--- src/pkg/ast_pkg.sv ---
package ast_pkg;
	// ------------------------------------------------------------
	// Register map
	// ------------------------------------------------------------
	localparam int ADDR_W = 3;
	localparam logic [2:0] OFS_CTRL = 3'h0;
	localparam logic [2:0] OFS_HOLD = 3'h1;
	localparam logic [2:0] OFS_DIV = 3'h2;
	localparam logic [2:0] OFS_FLAG = 3'h3;
	localparam logic [2:0] OFS_IE = 3'h4;
	// ------------------------------------------------------------
	// Field positions
	// ------------------------------------------------------------
	localparam int BIT_NINE_SEL = 6;
	localparam int BIT_TX_EN = 5;
	localparam int BIT_SYNC_SEL = 4;
	localparam int BIT_HIGH_SPEED = 2;
	localparam int BIT_SHIFT_EMPTY = 1;
	localparam int BIT_NINTH_VAL = 0;
	localparam int BIT_BUF_EMPTY = 4;
	localparam int BIT_TX_IE = 4;
	// ------------------------------------------------------------
	// Reset values and timing
	// ------------------------------------------------------------
	localparam logic [7:0] CTRL_RESET = 8'h02;
	localparam logic [7:0] BYTE_ZERO = 8'h00;
	localparam logic [5:0] PRESCALE_HIGH = 6'h0F;
	localparam logic [5:0] PRESCALE_LOW = 6'h3F;
	localparam logic [3:0] FRAME_BITS_8 = 4'hA;
	localparam logic [3:0] FRAME_BITS_9 = 4'hB;
	localparam int CLK_PERIOD_NS = 10;
	localparam int INSTR_CYCLE_NS = 40;
	localparam int INSTR_CYCLE_CLKS = (INSTR_CYCLE_NS + CLK_PERIOD_NS - 1) / CLK_PERIOD_NS;
endpackage

--- src/pkg/ast_tx_if.sv ---
`timescale 1ns/1ps
interface ast_tx_if;
	logic load;
	logic [8:0] loadData;
	logic nineBit;
	logic abort;
	logic bitTick;
	logic shiftEmpty;
	logic lineOut;
	modport ctrl (
		output load,
		output loadData,
		output nineBit,
		output abort,
		output bitTick,
		input shiftEmpty,
		input lineOut
	);
	modport shifter (
		input load,
		input loadData,
		input nineBit,
		input abort,
		input bitTick,
		output shiftEmpty,
		output lineOut
	);
endinterface

--- src/logic/ast_baud_gen.sv ---
`timescale 1ns/1ps
module ast_baud_gen
	import ast_pkg::*;
#(
	parameter int DIV_W = 8
) (
	input wire logic clk,
	input wire logic rst_n,
	input wire logic run,
	input wire logic hold,
	input wire logic highSpeed,
	input wire logic [DIV_W-1:0] divisor,
	output logic bitTick
);
	logic [DIV_W-1:0] divCnt_reg;
	logic [5:0] preCnt_reg;
	logic [5:0] preTop;

	assign preTop = highSpeed ? PRESCALE_HIGH : PRESCALE_LOW;

	// Divider restarts from zero on enable so the first bit is a full period
	always_ff @(posedge clk) begin
		if (!rst_n || !run) begin
			divCnt_reg <= '0;
			preCnt_reg <= '0;
			bitTick <= 1'b0;
		end else if (hold) begin
			bitTick <= 1'b0;
		end else begin
			bitTick <= 1'b0;
			if (divCnt_reg == '0) begin
				divCnt_reg <= divisor;
				if (preCnt_reg >= preTop) begin
					preCnt_reg <= '0;
					bitTick <= 1'b1;
				end else begin
					preCnt_reg <= preCnt_reg + 6'h01;
				end
			end else begin
				divCnt_reg <= divCnt_reg - DIV_W'(1);
			end
		end
	end
endmodule

--- src/logic/ast_serial_tx.sv ---
`timescale 1ns/1ps
module ast_serial_tx
	import ast_pkg::*;
#(
	parameter int DIV_W = 8,
	parameter int LOAD_CLKS = INSTR_CYCLE_CLKS
) (
	input wire logic clk,
	input wire logic rst_n,
	input wire logic [ADDR_W-1:0] addr,
	input wire logic [7:0] wrData,
	input wire logic wrStrobe,
	input wire logic rdStrobe,
	output logic [7:0] rdData,
	input wire logic sleepMode,
	output logic serialOut,
	output logic serialOe,
	output logic bufEmptyFlag,
	output logic txIrq
);
	// ------------------------------------------------------------
	// Software state
	// ------------------------------------------------------------
	logic nineSel_reg;
	logic transmit_enable_reg;
	logic syncSel_reg;
	logic highSpeed_reg;
	logic ninthVal_reg;
	logic [DIV_W-1:0] divisor_reg;
	logic transmit_interrupt_enable_reg;
	logic [7:0] hold_reg;
	logic holdFull_reg;
	logic flag_reg;
	logic [2:0] loadCnt_reg;
	logic moving_reg;
	logic [7:0] rdData_reg;
	logic out_reg;
	logic oe_reg;
	logic irq_reg;

	logic wrCtrl;
	logic wrHold;
	logic wrDiv;
	logic wrIe;
	logic enNext;
	logic enRise;
	logic asyncOn;
	logic runBase;
	logic loadDone;

	ast_tx_if tx();

	function automatic logic hit(input logic [ADDR_W-1:0] a, input logic [2:0] ofs);
		hit = (a == ofs);
	endfunction

	assign wrCtrl = wrStrobe && hit(addr, OFS_CTRL);
	assign wrHold = wrStrobe && hit(addr, OFS_HOLD);
	assign wrDiv = wrStrobe && hit(addr, OFS_DIV);
	assign wrIe = wrStrobe && hit(addr, OFS_IE);
	assign enNext = wrCtrl ? wrData[BIT_TX_EN] : transmit_enable_reg;
	assign enRise = wrCtrl && wrData[BIT_TX_EN] && !transmit_enable_reg;
	assign asyncOn = transmit_enable_reg && !syncSel_reg;
	assign runBase = asyncOn;
	assign loadDone = moving_reg && (loadCnt_reg == 3'(LOAD_CLKS - 1)) && !sleepMode;

	// ------------------------------------------------------------
	// Control and status register
	// ------------------------------------------------------------
	always_ff @(posedge clk) begin
		if (!rst_n) begin
			nineSel_reg <= CTRL_RESET[BIT_NINE_SEL];
			transmit_enable_reg <= CTRL_RESET[BIT_TX_EN];
			syncSel_reg <= CTRL_RESET[BIT_SYNC_SEL];
			highSpeed_reg <= CTRL_RESET[BIT_HIGH_SPEED];
			ninthVal_reg <= CTRL_RESET[BIT_NINTH_VAL];
		end else if (wrCtrl) begin
			nineSel_reg <= wrData[BIT_NINE_SEL];
			transmit_enable_reg <= wrData[BIT_TX_EN];
			syncSel_reg <= wrData[BIT_SYNC_SEL];
			highSpeed_reg <= wrData[BIT_HIGH_SPEED];
			ninthVal_reg <= wrData[BIT_NINTH_VAL];
		end
	end

	always_ff @(posedge clk) begin
		if (!rst_n) begin
			divisor_reg <= '0;
		end else if (wrDiv) begin
			divisor_reg <= wrData[DIV_W-1:0];
		end
	end

	always_ff @(posedge clk) begin
		if (!rst_n) begin
			transmit_interrupt_enable_reg <= 1'b0;
		end else if (wrIe) begin
			transmit_interrupt_enable_reg <= wrData[BIT_TX_IE];
		end
	end

	// ------------------------------------------------------------
	// Holding buffer and transfer
	// ------------------------------------------------------------
	// A write while full overwrites; before loadDone the older character is lost, in the loadDone cycle it still goes to the shifter
	always_ff @(posedge clk) begin
		if (!rst_n) begin
			hold_reg <= BYTE_ZERO;
			holdFull_reg <= 1'b0;
		end else if (wrHold) begin
			hold_reg <= wrData;
			holdFull_reg <= 1'b1;
		end else if (loadDone) begin
			holdFull_reg <= 1'b0;
		end
	end

	// Transfer waits for an empty shifter, so a load never cuts a frame short
	always_ff @(posedge clk) begin
		if (!rst_n || !asyncOn) begin
			moving_reg <= 1'b0;
			loadCnt_reg <= 3'h0;
		end else if (sleepMode) begin
			moving_reg <= moving_reg;
		end else if (moving_reg) begin
			if (loadDone) begin
				moving_reg <= 1'b0;
				loadCnt_reg <= 3'h0;
			end else begin
				loadCnt_reg <= loadCnt_reg + 3'h1;
			end
		end else if (holdFull_reg && !wrHold && tx.shiftEmpty) begin
			moving_reg <= 1'b1;
		end
	end

	// Set wins over the clear of a write landing in the same cycle
	always_ff @(posedge clk) begin
		if (!rst_n) begin
			flag_reg <= 1'b0;
		end else if (enRise || loadDone) begin
			flag_reg <= 1'b1;
		end else if (wrHold) begin
			flag_reg <= 1'b0;
		end
	end

	// ------------------------------------------------------------
	// Shifter and baud generator
	// ------------------------------------------------------------
	assign tx.load = loadDone;
	assign tx.loadData = {ninthVal_reg, hold_reg};
	assign tx.nineBit = nineSel_reg;
	assign tx.abort = !asyncOn;

	ast_baud_gen #(
		.DIV_W(DIV_W)
	) u_baud (
		.clk(clk),
		.rst_n(rst_n),
		.run(runBase && !tx.shiftEmpty),
		.hold(sleepMode),
		.highSpeed(highSpeed_reg),
		.divisor(divisor_reg),
		.bitTick(tx.bitTick)
	);

	ast_tx_shifter u_shift (
		.clk(clk),
		.rst_n(rst_n),
		.tx(tx)
	);

	// ------------------------------------------------------------
	// Pin and request outputs
	// ------------------------------------------------------------
	always_ff @(posedge clk) begin
		if (!rst_n) begin
			out_reg <= 1'b1;
			oe_reg <= 1'b0;
		end else begin
			out_reg <= tx.lineOut;
			oe_reg <= asyncOn && enNext;
		end
	end

	always_ff @(posedge clk) begin
		if (!rst_n) begin
			irq_reg <= 1'b0;
		end else begin
			irq_reg <= flag_reg && transmit_interrupt_enable_reg;
		end
	end

	assign serialOut = out_reg;
	assign serialOe = oe_reg;
	assign bufEmptyFlag = flag_reg;
	assign txIrq = irq_reg;

	// ------------------------------------------------------------
	// Read port
	// ------------------------------------------------------------
	// Shift register has no address, so it is never readable
	always_ff @(posedge clk) begin
		if (!rst_n || !rdStrobe) begin
			rdData_reg <= BYTE_ZERO;
		end else begin
			case (addr)
				OFS_CTRL: begin
					rdData_reg <= BYTE_ZERO;
					rdData_reg[BIT_NINE_SEL] <= nineSel_reg;
					rdData_reg[BIT_TX_EN] <= transmit_enable_reg;
					rdData_reg[BIT_SYNC_SEL] <= syncSel_reg;
					rdData_reg[BIT_HIGH_SPEED] <= highSpeed_reg;
					rdData_reg[BIT_SHIFT_EMPTY] <= tx.shiftEmpty;
					rdData_reg[BIT_NINTH_VAL] <= ninthVal_reg;
				end
				OFS_HOLD: begin
					rdData_reg <= hold_reg;
				end
				OFS_DIV: begin
					rdData_reg <= 8'(divisor_reg);
				end
				OFS_FLAG: begin
					rdData_reg <= BYTE_ZERO;
					rdData_reg[BIT_BUF_EMPTY] <= flag_reg;
				end
				OFS_IE: begin
					rdData_reg <= BYTE_ZERO;
					rdData_reg[BIT_TX_IE] <= transmit_interrupt_enable_reg;
				end
				default: begin
					rdData_reg <= BYTE_ZERO;
				end
			endcase
		end
	end

	assign rdData = rdData_reg;

	// ------------------------------------------------------------
	// Checks
	// ------------------------------------------------------------
	a_flag_on_enable: assert property (@(posedge clk) disable iff (!rst_n)
		enRise |=> flag_reg)
		else $error("flag not set by enable");

	a_flag_write_clear: assert property (@(posedge clk) disable iff (!rst_n)
		(wrHold && !enRise && !loadDone) |=> !flag_reg)
		else $error("flag not cleared by buffer write");

	a_flag_sw_keep: assert property (@(posedge clk) disable iff (!rst_n)
		(flag_reg && !wrHold) |=> flag_reg)
		else $error("flag cleared without buffer write");

	a_irq_gated: assert property (@(posedge clk) disable iff (!rst_n)
		txIrq == $past(flag_reg && transmit_interrupt_enable_reg))
		else $error("request not gated by enable");

	a_move_cycle: assert property (@(posedge clk) disable iff (!rst_n)
		($rose(moving_reg) && asyncOn && !sleepMode) ##0 (asyncOn && !sleepMode) [*4] |=> !holdFull_reg || $past(wrHold))
		else $error("transfer did not finish in one instruction cycle");

	a_load_empty: assert property (@(posedge clk) disable iff (!rst_n)
		tx.load |-> tx.shiftEmpty)
		else $error("shifter reloaded while busy");

	a_start_bit: assert property (@(posedge clk) disable iff (!rst_n)
		(tx.load && asyncOn) |=> !tx.shiftEmpty ##0 (tx.lineOut throughout (!tx.bitTick [*1])))
		else $error("line not idle before start bit");

	a_abort_release: assert property (@(posedge clk) disable iff (!rst_n)
		(wrCtrl && !wrData[BIT_TX_EN]) |=> ##1 (!serialOe && tx.shiftEmpty))
		else $error("abort did not release pin");

	a_sleep_hold: assert property (@(posedge clk) disable iff (!rst_n)
		sleepMode |=> !tx.bitTick)
		else $error("shift clock during sleep");

	a_sync_idle: assert property (@(posedge clk) disable iff (!rst_n)
		(syncSel_reg && !wrCtrl) |=> (tx.shiftEmpty && !moving_reg))
		else $error("transmitter active with synchronous select");

	a_status_empty: assert property (@(posedge clk) disable iff (!rst_n)
		(rdStrobe && addr == OFS_CTRL) |=> rdData[BIT_SHIFT_EMPTY] == $past(tx.shiftEmpty))
		else $error("shifter-empty status wrong");
endmodule

--- src/logic/ast_tx_shifter.sv ---
`timescale 1ns/1ps
module ast_tx_shifter
	import ast_pkg::*;
(
	input wire logic clk,
	input wire logic rst_n,
	ast_tx_if.shifter tx
);
	logic [10:0] frame_reg;
	logic [3:0] bitsLeft_reg;
	logic busy_reg;
	logic line_reg;

	assign tx.shiftEmpty = !busy_reg;
	assign tx.lineOut = line_reg;

	// Stop bit is held a full period; busy drops on the tick after it
	always_ff @(posedge clk) begin
		if (!rst_n || tx.abort) begin
			frame_reg <= '0;
			bitsLeft_reg <= '0;
			busy_reg <= 1'b0;
			line_reg <= 1'b1;
		end else if (tx.load && !busy_reg) begin
			busy_reg <= 1'b1;
			if (tx.nineBit) begin
				frame_reg <= {1'b1, tx.loadData, 1'b0};
				bitsLeft_reg <= FRAME_BITS_9;
			end else begin
				frame_reg <= {2'b11, tx.loadData[7:0], 1'b0};
				bitsLeft_reg <= FRAME_BITS_8;
			end
		end else if (busy_reg && tx.bitTick) begin
			if (bitsLeft_reg == 4'h0) begin
				busy_reg <= 1'b0;
			end else begin
				line_reg <= frame_reg[0];
				frame_reg <= {1'b1, frame_reg[10:1]};
				bitsLeft_reg <= bitsLeft_reg - 4'h1;
			end
		end
	end
endmodule

--- config.mk ---
export PLATFORM = sky130hd
export DESIGN_NAME = ast_serial_tx
export DESIGN_NICKNAME = d
export VERILOG_FILES = /design/src/pkg/ast_pkg.sv /design/src/pkg/ast_tx_if.sv /design/src/logic/ast_baud_gen.sv /design/src/logic/ast_serial_tx.sv /design/src/logic/ast_tx_shifter.sv
export SDC_FILE = /design/constraint.sdc
export NUM_CORES = 1
export LEC_CHECK = 0
export BUFFER_PORTS_ARGS = -buffer_cell sky130_fd_sc_hd__buf_2
export CAP_MARGIN = 20
export CORE_AREA = 2 2 68 83
export DETAILED_ROUTE_END_ITERATION = 12
export DIE_AREA = 0 0 70 85
export GPL_TIMING_DRIVEN = 0
export PLACE_DENSITY_LB_ADDON = 0.15
export SLEW_MARGIN = 20
export SYNTH_ARGS = -nofsm -noshare
export SYNTH_HDL_FRONTEND = slang
export SYNTH_SLANG_ARGS = --single-unit
--- constraint.sdc ---
create_clock -name clk -period 3.05 [get_ports clk]
set_input_delay 0 -clock clk [delete_from_list [all_inputs] [get_ports clk]]
set_output_delay 0 -clock clk [all_outputs]
set_load 0.01 [all_outputs]
==> results of run 1 <==
==> layout make-up <==
type / instances / area (sq um) / share of cell area
Multi-Input combinational cell: 261 / 1590 / 0.434
Sequential cell: 71 / 1420 / 0.387
Timing Repair Buffer: 36 / 230 / 0.0627
Clock buffer: 10 / 138 / 0.0375
Clock inverter: 6 / 108 / 0.0293
Tap cell: 62 / 77.6 / 0.0211
Buffer: 16 / 63.8 / 0.0174
Inverter: 10 / 37.5 / 0.0102
==> power breakdown <==
group          total (uW)  leakage [uW]  internal (uW)  switching (uW)
clock network         914      0.000122            562             352
logic                84.5      0.000671           35.6            48.9
registers             941      0.000573            934            6.52
total                1940       0.00137           1530             407
==> per-stage QoR <==
stage	cell area (sq um)	util	worst slack [ns]
4_1_cts	3670	0.712	1.11
5_1_grt	3670	0.712	0.971
6_report	3670	0.712	1.11
3_5_place_dp	3320	0.645	1.12
3_3_place_gp	3320	0.645	1.22
2_1_floorplan	3120	-	1.36
==> worst max-delay path, cell delays in order (launching register included) <==
cell and delay [ns]:
dfxtp_1 0.38, inv_1 0.08, ha_1 0.19, nor3b_1 0.18
nor2_2 0.33, buf_2 0.34, mux2i_1 0.23, a21oi_1 0.09
==> what timing repair did <==
action / in CTS / in global routing
resized for setup: 0 / 0
endpoints found under the hold margin: 27 / 0
hold buffers: 10 / 0
==> path summary, 6_finish.rpt <==
| check | from | to | slack, ns | cells after the start |
|---|---|---|---|---|
| worst max-delay path | u_shift.bitsLeft_reg[0]$_SDFFE_PP0P_ | u_shift.frame_reg[2]$_SDFFE_PP0P_ | 1.11 | 7 |
| worst min-delay path | sleepMode | u_baud.divCnt_reg[1]$_SDFFE_PP0N_ | 0.03 | 3 |
| worst max register to register | u_shift.bitsLeft_reg[0]$_SDFFE_PP0P_ | u_shift.frame_reg[2]$_SDFFE_PP0P_ | 1.11 | 7 |
| worst min register to register | u_shift.frame_reg[1]$_SDFFE_PP0P_ | u_shift.frame_reg[0]$_SDFFE_PP0P_ | 0.45 | 2 |
==> logic make-up (layout without fill, tap and decap cells) <==
group | after synthesis | after routing | share of synthesized area
fa+ha+maj | 9 | 9 | 0.0361
buf+inv | 26 | 78 | 0.0325
mux | 24 | 24 | 0.0775
xor+xnor | 8 | 8 | 0.0225
flops | 71 | 71 | 0.456
compound gates | 74 | 74 | 0.135
simple gates | 146 | 146 | 0.240
==> cells in the mapped netlist, drive strengths merged <==
master   instances  share of area
xnor2            8          0.022
a31oi            6          0.012
nor4             3          0.013
nand3            5         0.0080
o41ai            1         0.0028
buf              3         0.0048
dfxtp           71           0.46
nand3b          10          0.024
mux2             1         0.0036
or4              4         0.0096
nor2            38          0.047
and3b            1         0.0028
o21a             1         0.0024
nand4            1         0.0020
and2             5          0.010
nor3             7          0.015
a2bb2oi          1         0.0028
o31ai            1         0.0024
o211a            1         0.0032
o21ai           15          0.024
ha               9          0.036
a21o             2         0.0052
a211oi           3         0.0072
or2              2         0.0040
inv             10          0.012
nand2b           3         0.0060
or4b             1         0.0032
or3              5          0.010
nor2b            4         0.0080
a22oi            3         0.0072
clkbuf          13          0.016
a21oi           39          0.063
mux2i           23          0.074
and3             2         0.0040
or3b             1         0.0028
nor4b            1         0.0028
nor3b            4         0.0096
o221ai           1         0.0028
nand2           49          0.059
==> per-layer routing <==
metal  GRT usage  routed length (microns)  share of wire
met2       0.431                     3550           0.51
met1       0.305                     3040           0.43
met3      0.0653                      293          0.042
met4       0.107                      112          0.016
met5           0                        0              0
==> flow_summary.yaml, run 1 <==
drt:
  drc: 0
  vias: 2672
  drt-initial-drc-count: 153
  wire_per_inst_microns: 14.8
  vias_per_cell: 5.66
  wl_microns: 7000
  detail-route-antenna-nets: 0
  first_pass_iters: 4
critical_path:
  worstPathRequired_ns: 3.27
  arrival_ns: 2.16
  critPathCaptureType: "flip-flop"
  cp-start-kind: "flip-flop"
  path_class: "reg2reg"
  worstPathMaxFanout: 10
sta:
  fmax_mhz: 515
  fin_crit_ns: 1.94
  maxSlewViolCount: 0
  worst_pin_slew_ns: 0.535
  tns_ns: 0
  holdWs_ns: 0.0305
  min_period_over_period: 0.637
  setup_viol: 0
  fin_skew_ns: 0.00675
  slew-limit-headroom: 0.643
  rsz0062_at_grt: "false"
  hold_viol: 0
clocking:
  clk_path_buf_depth: 2
  cts_buffers: 9
  clock_sinks: 71
  clock_latency_ns: 0.35
  clk_pin_slew_ns: 0.07
  cts_setup_buffers: 0
  cts_tree: "yes"
  cts-root-buf: "clkbuf_8"
  htree_levels: 3
power:
  finalPower_uw: 1940
  power_leakage_uw: 0.00137
  powerDensity_mw_per_mm2: 528
  ir_worst_vdd_mv: 0.365
floorplan:
  coreArea_sq_mm: 0.00515
  chipHeight_microns: 85
  start_util: 0.605
  dieArea_sq_mm: 0.00595
  io_pins: 28
  row_count: 29
  die_w_microns: 70
grt:
  grt_pass1_wl_microns: 11800
  grt_pass1_vias: 2513
  grt_max_degree: 13
  overflow: 0
  grt_usage: 0.254
  antenna_found_initial: 0
job:
  drv_cap: 0
logic_synthesis:
  synthDistinctLibCells: 45
  yosys_warnings: 0
  synth-seq-cells: 71
  synth_nets: 383
  synth_cells: 358
  ys_seq_area_frac: 0.456
  syn-cell-area_sq_mm: 0.00312
  syn_area_per_cell_sq_um: 8.71
finish:
  final_common_cell: "dfxtp_1"
  largest_register_ff_count: 11
  antennaDiodeCount: 0
  drive_gt1_frac: 0.129
  syn_to_final_growth_pct: 17.7
  fill_cells: 409
  stdcell_count: 472
  mostFrequentLayoutCells: "dfxtp_1, nand2_1, a21oi_1"
  fin_nets: 430
run_status:
  run_status: "finished clean"
placement:
  place_congestion: 0.868
  dp.cells: 446
  numPortBuffers: 26
  dpl.hpwl_microns: 5100
worst_hold_path:
  hold_path.class: "in2reg"
No activity file was read; power rests on OpenSTA's default activity.
==> run 2, diff against run 1 <==
--- a/config.mk
+++ b/config.mk
@@ -5,11 +5,12 @@
 export SDC_FILE = /design/constraint.sdc
 export NUM_CORES = 1
 export LEC_CHECK = 0
+export ABC_AREA = 1
 export BUFFER_PORTS_ARGS = -buffer_cell sky130_fd_sc_hd__buf_2
 export CAP_MARGIN = 20
-export CORE_AREA = 2 2 68 83
+export CORE_AREA = 2 2 71 87
 export DETAILED_ROUTE_END_ITERATION = 12
-export DIE_AREA = 0 0 70 85
+export DIE_AREA = 0 0 73 89
 export GPL_TIMING_DRIVEN = 0
 export PLACE_DENSITY_LB_ADDON = 0.15
 export SLEW_MARGIN = 20
==> constraint.sdc (replaced) <==
create_clock -name clk -period 1.8 [get_ports clk]
set_input_delay 0 -clock clk [delete_from_list [all_inputs] [get_ports clk]]
set_output_delay 0 -clock clk [all_outputs]
set_load 0.01 [all_outputs]
==> run 2 against run 1 <==
Hold slack gained 0.036 ns. Clock skew grew 0.0023 ns. Synthesized cell count grew 22%. First-iteration DRC count shrank 16%. Design area grew 5.3%.
==> flow_summary.yaml, run 2 <==
run_status:
  run_status: "finished clean"
logic_synthesis:
  syn_area_per_cell_sq_um: 7.46
  ys.flop_type: "dfxtp_1"
  synth_nets: 462
  syn-cell-area_sq_mm: 0.00326
  synthTopCellsByCount: "nand2_1, dfxtp_1, inv_1"
  ys_top_cells_by_area: "dfxtp_1, nand2_1, a21oi_1"
  yosys_warnings: 0
  synth-seq-cells: 71
  synth_cells: 437
  yosysMostFrequentCell: "nand2_1"
  synthDistinctLibCells: 36
  ys_seq_area_frac: 0.436
  synth-edff-count: 0
  ys_async_sr_fraction: 0
  synth_top_area_cell: "dfxtp_1"
  yosysTopAreaCellShare: 0.436
grt:
  grt_pass1_vias: 2713
  grt_max_degree: 13
  antenna_found_initial: 0
  grt_pass1_wl_microns: 12000
  grt_usage: 0.239
  overflow: 0
finish:
  final_common_cell: "nand2_1"
  mostFrequentLayoutCells: "nand2_1, dfxtp_1, inv_1"
  drive_gt1_frac: 0.170
  largest_register_ff_count: 11
  multi_input_area_sq_mm: 0.00151
  fin_nets: 514
  final-seq-area_sq_mm: 0.00142
  fill_cells: 460
  antennaDiodeCount: 0
  syn_to_final_growth_pct: 18.5
sta:
  maxSlewViolCount: 0
  hold_viol: 0
  min_period_over_period: 0.924
  slew-limit-headroom: 0.701
  rsz0062_at_grt: "false"
  fin_skew_ns: 0.00902
  worst_slack_ns: 0.137
  fin_crit_ns: 1.66
  worst_pin_slew_ns: 0.449
  fmax_mhz: 601
  setup_viol: 0
  tns_ns: 0
floorplan:
  coreArea_sq_mm: 0.00559
  io_pins: 28
  chipHeight_microns: 89
  row_count: 30
  die_w_microns: 73
  start_util: 0.583
  dieArea_sq_mm: 0.00650
power:
  pwr-share-seq: 0.488
  swShare: 0.215
  powerDensity_mw_per_mm2: 849
  p_int_uw: 2580
  power_leakage_uw: 0.00169
  ir_worst_vdd_mv: 0.511
  clock_power_share: 0.461
  switching_power_uw: 705
  comb_power_share: 0.051
drt:
  wire_per_inst_microns: 13.4
  detail-route-antenna-nets: 0
  first_pass_iters: 4
  wl_microns: 7450
  vias_per_cell: 5.27
  vias: 2942
  drt-initial-drc-count: 129
  drc: 0
clocking:
  cts_tree: "yes"
  cts_buffers: 9
  clk_path_buf_depth: 2
  clock_latency_ns: 0.35
  clock_sinks: 71
  cts_setup_buffers: 0
  clk_pin_slew_ns: 0.08
  cts-root-buf: "clkbuf_8"
  htree_levels: 3
critical_path:
  path_class: "in2reg"
  worstPathMaxFanout: 10
  critPathCaptureType: "flip-flop"
  crit_chain: "dlygate4sd3_1 > buf_2 > inv_1 > nand3_4 > inv_4 > nand2_4 > buf_6 > nand2_1 > a21oi_1 > dlygate4sd3_1"
  critPathSlowestCell: "dlygate4sd3_1"
  cpMostUsedCell: "dlygate4sd3_1"
  worstPathRequired_ns: 2.04
  max_stage_delay_ns: 0.55
  arrival_ns: 1.91
  critPathBufInv: 6
  cp-start-kind: "input port"
  cp_top_family: "buffers and inverters"
placement:
  dp_slack_ns: 0.198
  dpl.hpwl_microns: 5460
  numPortBuffers: 27
  place_congestion: 0.942
job:
  drv_cap: 0
worst_hold_path:
  hold_path.class: "in2reg"
## run 2: logic make-up after synthesis
logic type      count (synthesis)  synth area share
simple gates                  158             0.224
flops                          71             0.436
xor+xnor                        4            0.0107
buf+inv                        77             0.104
compound gates                118             0.191
fa+ha+maj                       9            0.0345
## run 2: routing by layer
metal | track usage | vias to the layer above | routed length (microns)
met5 | 0 | - | 0
met4 | 0.126 | 0 | 218
met3 | 0.0338 | 19 | 267
met2 | 0.423 | 68 | 3700
met1 | 0.278 | 1340 | 3270
li1 | - | 1515 | -
## run 2: stage by stage
step | instances | total power (uW) | instance area (sq um) | util | hold WS, ns
detailed placement | 528 | 1780 | 3480 | 0.622 | 0.279
global placement | 528 | 1770 | 3480 | 0.622 | 0.274
global route | 558 | 3390 | 3860 | 0.691 | 0.108
floorplan | 437 | 1720 | 3260 | - | 0.135
CTS | 558 | 3300 | 3850 | 0.689 | 0.0339
finish | 558 | 3280 | 3860 | 0.691 | 0.0667
## run 2: power by group through the flow
stage / logic [uW] / clock network, uW / registers, uW
after floorplan: 82.8 / 0 / 1630
after global placement: 137 / 0 / 1640
after detailed placement: 138 / 0 / 1640
after CTS: 162 / 1540 / 1600
after global routing: 185 / 1600 / 1600
final: 167 / 1510 / 1600
## run 2: area by class of cell
cell class | count | share of cell area
clock buffers | 11 | 0.0340
well taps | 64 | 0.0207
flip-flops and latches | 71 | 0.368
multi-input cells | 289 | 0.390
repair buffers | 41 | 0.0712
clock inverters | 5 | 0.0275
plain buffers | 10 | 0.0217
inverters | 67 | 0.0667
## run 2: final timing paths
path	startpoint	end	slack (ns)	cells after the start
max	addr[1]	hold_reg[7]$_SDFFE_PN0P_	0.14	10
min	sleepMode	loadCnt_reg[1]$_SDFFE_PP0P_	0.07	4
max reg2reg	loadCnt_reg[0]$_SDFFE_PP0P_	u_shift.frame_reg[7]$_SDFFE_PP0P_	0.18	9
min reg2reg	u_shift.tx.lineOut$_SDFFE_PP1P_	serialOut$_SDFF_PN1_	0.45	1
## run 2: repair_timing
| item | CTS | global route |
|---|---|---|
| hold buffers | 14 | 0 |
| resized for setup | 0 | 2 |
| endpoints found under the hold margin | 23 | 0 |
| setup endpoints to repair | 0 | 1 |
## run 2: worst register-to-register path, cell delays in order, from the launching register on
cell and delay, ns:
dfxtp_1 0.36, ha_1 0.17, ha_1 0.15, nand2_1 0.05
nor2_1 0.20, nand2_2 0.17, nand2_2 0.12, buf_6 0.14
o21ai_2 0.06, a21oi_1 0.13
==> run 3, diff against run 2 <==
--- a/config.mk
+++ b/config.mk
@@ -8,9 +8,9 @@
 export ABC_AREA = 1
 export BUFFER_PORTS_ARGS = -buffer_cell sky130_fd_sc_hd__buf_2
 export CAP_MARGIN = 20
-export CORE_AREA = 2 2 71 87
+export CORE_AREA = 2 2 69 84
 export DETAILED_ROUTE_END_ITERATION = 12
-export DIE_AREA = 0 0 73 89
+export DIE_AREA = 0 0 71 86
 export GPL_TIMING_DRIVEN = 0
 export PLACE_DENSITY_LB_ADDON = 0.15
 export SLEW_MARGIN = 20
==> constraint.sdc (replaced) <==
create_clock -name clk -period 2.15 [get_ports clk]
set_input_delay 0 -clock clk [delete_from_list [all_inputs] [get_ports clk]]
set_output_delay 0 -clock clk [all_outputs]
set_load 0.01 [all_outputs]
==> run 3 against run 2 <==
Total power decreased by 18%. Hold slack about the same. Critical path type unchanged. Largest cell class unchanged. Design area fell by 0.62%. Via count increased by 0.85%. Clock power shrank 20%. Worst setup slack gained 0.25 ns. First-iteration DRC count is 80% higher. Register-to-register slack improved by 0.40 ns. Highest routed layer unchanged.
==> flow_summary.yaml, run 3 (synthesis results as in run 2) <==
critical_path:
  critPathSlowestCell: "dlygate4sd3_1"
  endpoint: "hold_reg[3]$_SDFFE_PN0P_"
  critPathCaptureType: "flip-flop"
  reg2reg_to: "u_shift.frame_reg[2]$_SDFFE_PP0P_"
  ff2ff_path_depth: 9
  max_stage_delay_ns: 0.55
  worstPathMaxFanout: 10
  cpMostUsedCell: "dlygate4sd3_1"
  ff2ff_setup_slack_ns: 0.58
  rr_startpoint: "loadCnt_reg[0]$_SDFFE_PP0P_"
  cp-start-kind: "input port"
  path_class: "in2reg"
  arrival_ns: 2.00
  worstPathRequired_ns: 2.39
  crit_path_start: "addr[1]"
  crit_chain: "dlygate4sd3_1 > buf_2 > inv_1 > nand3_2 > inv_2 > nand2_4 > buf_6 > nand2_1 > a21oi_1 > dlygate4sd3_1"
clocking:
  clk_path_buf_depth: 2
  clock_sinks: 71
  cts_buffers: 9
  cts_tree: "yes"
  cts-root-buf: "clkbuf_8"
  clk_pin_slew_ns: 0.08
  htree_levels: 3
  clock_latency_ns: 0.35
finish:
  fin_area_sq_mm: 0.00384
  drive_gt1_frac: 0.174
  final_common_cell: "nand2_1"
  fin_nets: 514
  stdcell_count: 556
  largest_register_ff_count: 11
  mostFrequentLayoutCells: "nand2_1, dfxtp_1, inv_1"
  antennaDiodeCount: 0
  syn_to_final_growth_pct: 17.8
grt:
  antenna_found_initial: 0
  grt_pass1_wl_microns: 13100
  grt_usage: 0.268
  grt_max_degree: 15
  overflow: 0
  grt_pass1_vias: 2896
drt:
  wl_microns: 7630
  detail-route-antenna-nets: 0
  vias_per_cell: 5.34
  wire_per_inst_microns: 13.7
  drc: 0
  vias: 2967
  first_pass_iters: 4
  drt-initial-drc-count: 232
floorplan:
  start_util: 0.620
  chipHeight_microns: 86
  row_count: 29
  coreArea_sq_mm: 0.00526
  die_w_microns: 71
  dieArea_sq_mm: 0.00611
  io_pins: 28
sta:
  hold_viol: 0
  maxSlewViolCount: 0
  worst_pin_slew_ns: 0.425
  slew-limit-headroom: 0.716
  fin_skew_ns: 0.00566
  tns_ns: 0
  rsz0062_at_grt: "false"
  fin_crit_ns: 1.76
  worst_slack_ns: 0.389
  min_period_over_period: 0.819
  setup_viol: 0
  fmax_mhz: 568
placement:
  dpl.hpwl_microns: 5450
  place_congestion: 0.852
  numPortBuffers: 27
  dp.cells: 526
  dp_slack_ns: 0.591
  placed_area_sq_mm: 0.00347
power:
  powerDensity_mw_per_mm2: 700
  power_leakage_uw: 0.00169
  ir_worst_vdd_mv: 0.540
  pwr-share-seq: 0.498
  p_int_uw: 2050
  swShare: 0.237
  clock_power_share: 0.450
  switching_power_uw: 637
  comb_power_share: 0.052
worst_hold_path:
  hold_path.class: "in2reg"
run_status:
  run_status: "finished clean"
job:
  drv_cap: 0
==> run 3: how the worst min path moves through the flow <==
stage                                                            end  startpoint  cells past startpoint
after floorplan                            ninthVal_reg$_SDFFE_PN0N_   wrData[0]                      2
after global placement                   divisor_reg[3]$_SDFFE_PN0P_   wrData[3]                      3
after detailed placement                 divisor_reg[3]$_SDFFE_PN0P_   wrData[3]                      3
after CTS                 transmit_interrupt_enable_reg$_SDFFE_PN0P_     addr[0]                      4
after global routing                     loadCnt_reg[1]$_SDFFE_PP0P_   sleepMode                      4
final                                    loadCnt_reg[1]$_SDFFE_PP0P_   sleepMode                      4
==> run 3: what timing repair did <==
item	CTS	global route
buffers inserted	0	0
hold buffers	14	0
resized for setup	0	0
hold endpoints to repair	20	0
==> run 3: final cells by class <==
type,instances,area [sq um]
buffer,10,83.8
clock buffer,9,124
clock inverter,7,103
fill,401,1420
inverter,67,255
multi-input combinational,289,1500
sequential,71,1420
tap,62,77.6
timing repair buffer,41,275
==> run 3: power by group through the flow <==
stage / combinational [uW] / clock [uW] / sequential (uW)
after floorplan: 69.3 / 0 / 1370
after global placement: 114 / 0 / 1370
after global routing: 152 / 1280 / 1340
final: 139 / 1210 / 1340
after detailed placement: 116 / 0 / 1370
after CTS: 135 / 1230 / 1340
==> run 3: per-stage QoR <==
stage           util  hold WS (ns)  total power (uW)
2_1_floorplan      -         0.135              1440
3_3_place_gp   0.660         0.263              1480
3_5_place_dp   0.660         0.262              1490
4_1_cts        0.730        0.0343              2700
5_1_grt        0.730        0.0937              2770
6_report       0.730        0.0668              2690
==> run 3: critical path, delay by kind of cell <==
kind	cells	cell delay (ns)
buffers and inverters	6	1.65
AO/OA/AOI/OAI	1	0.05
AND/OR/NAND/NOR	3	0.29
==> run 3: metal layers <==
layer / track usage / up-vias / wire [microns]
met4: 0.127 / 0 / 254
li1: - / 1518 / -
met2: 0.470 / 88 / 3880
met3: 0.0599 / 27 / 377
met5: 0 / - / 0
met1: 0.308 / 1334 / 3110
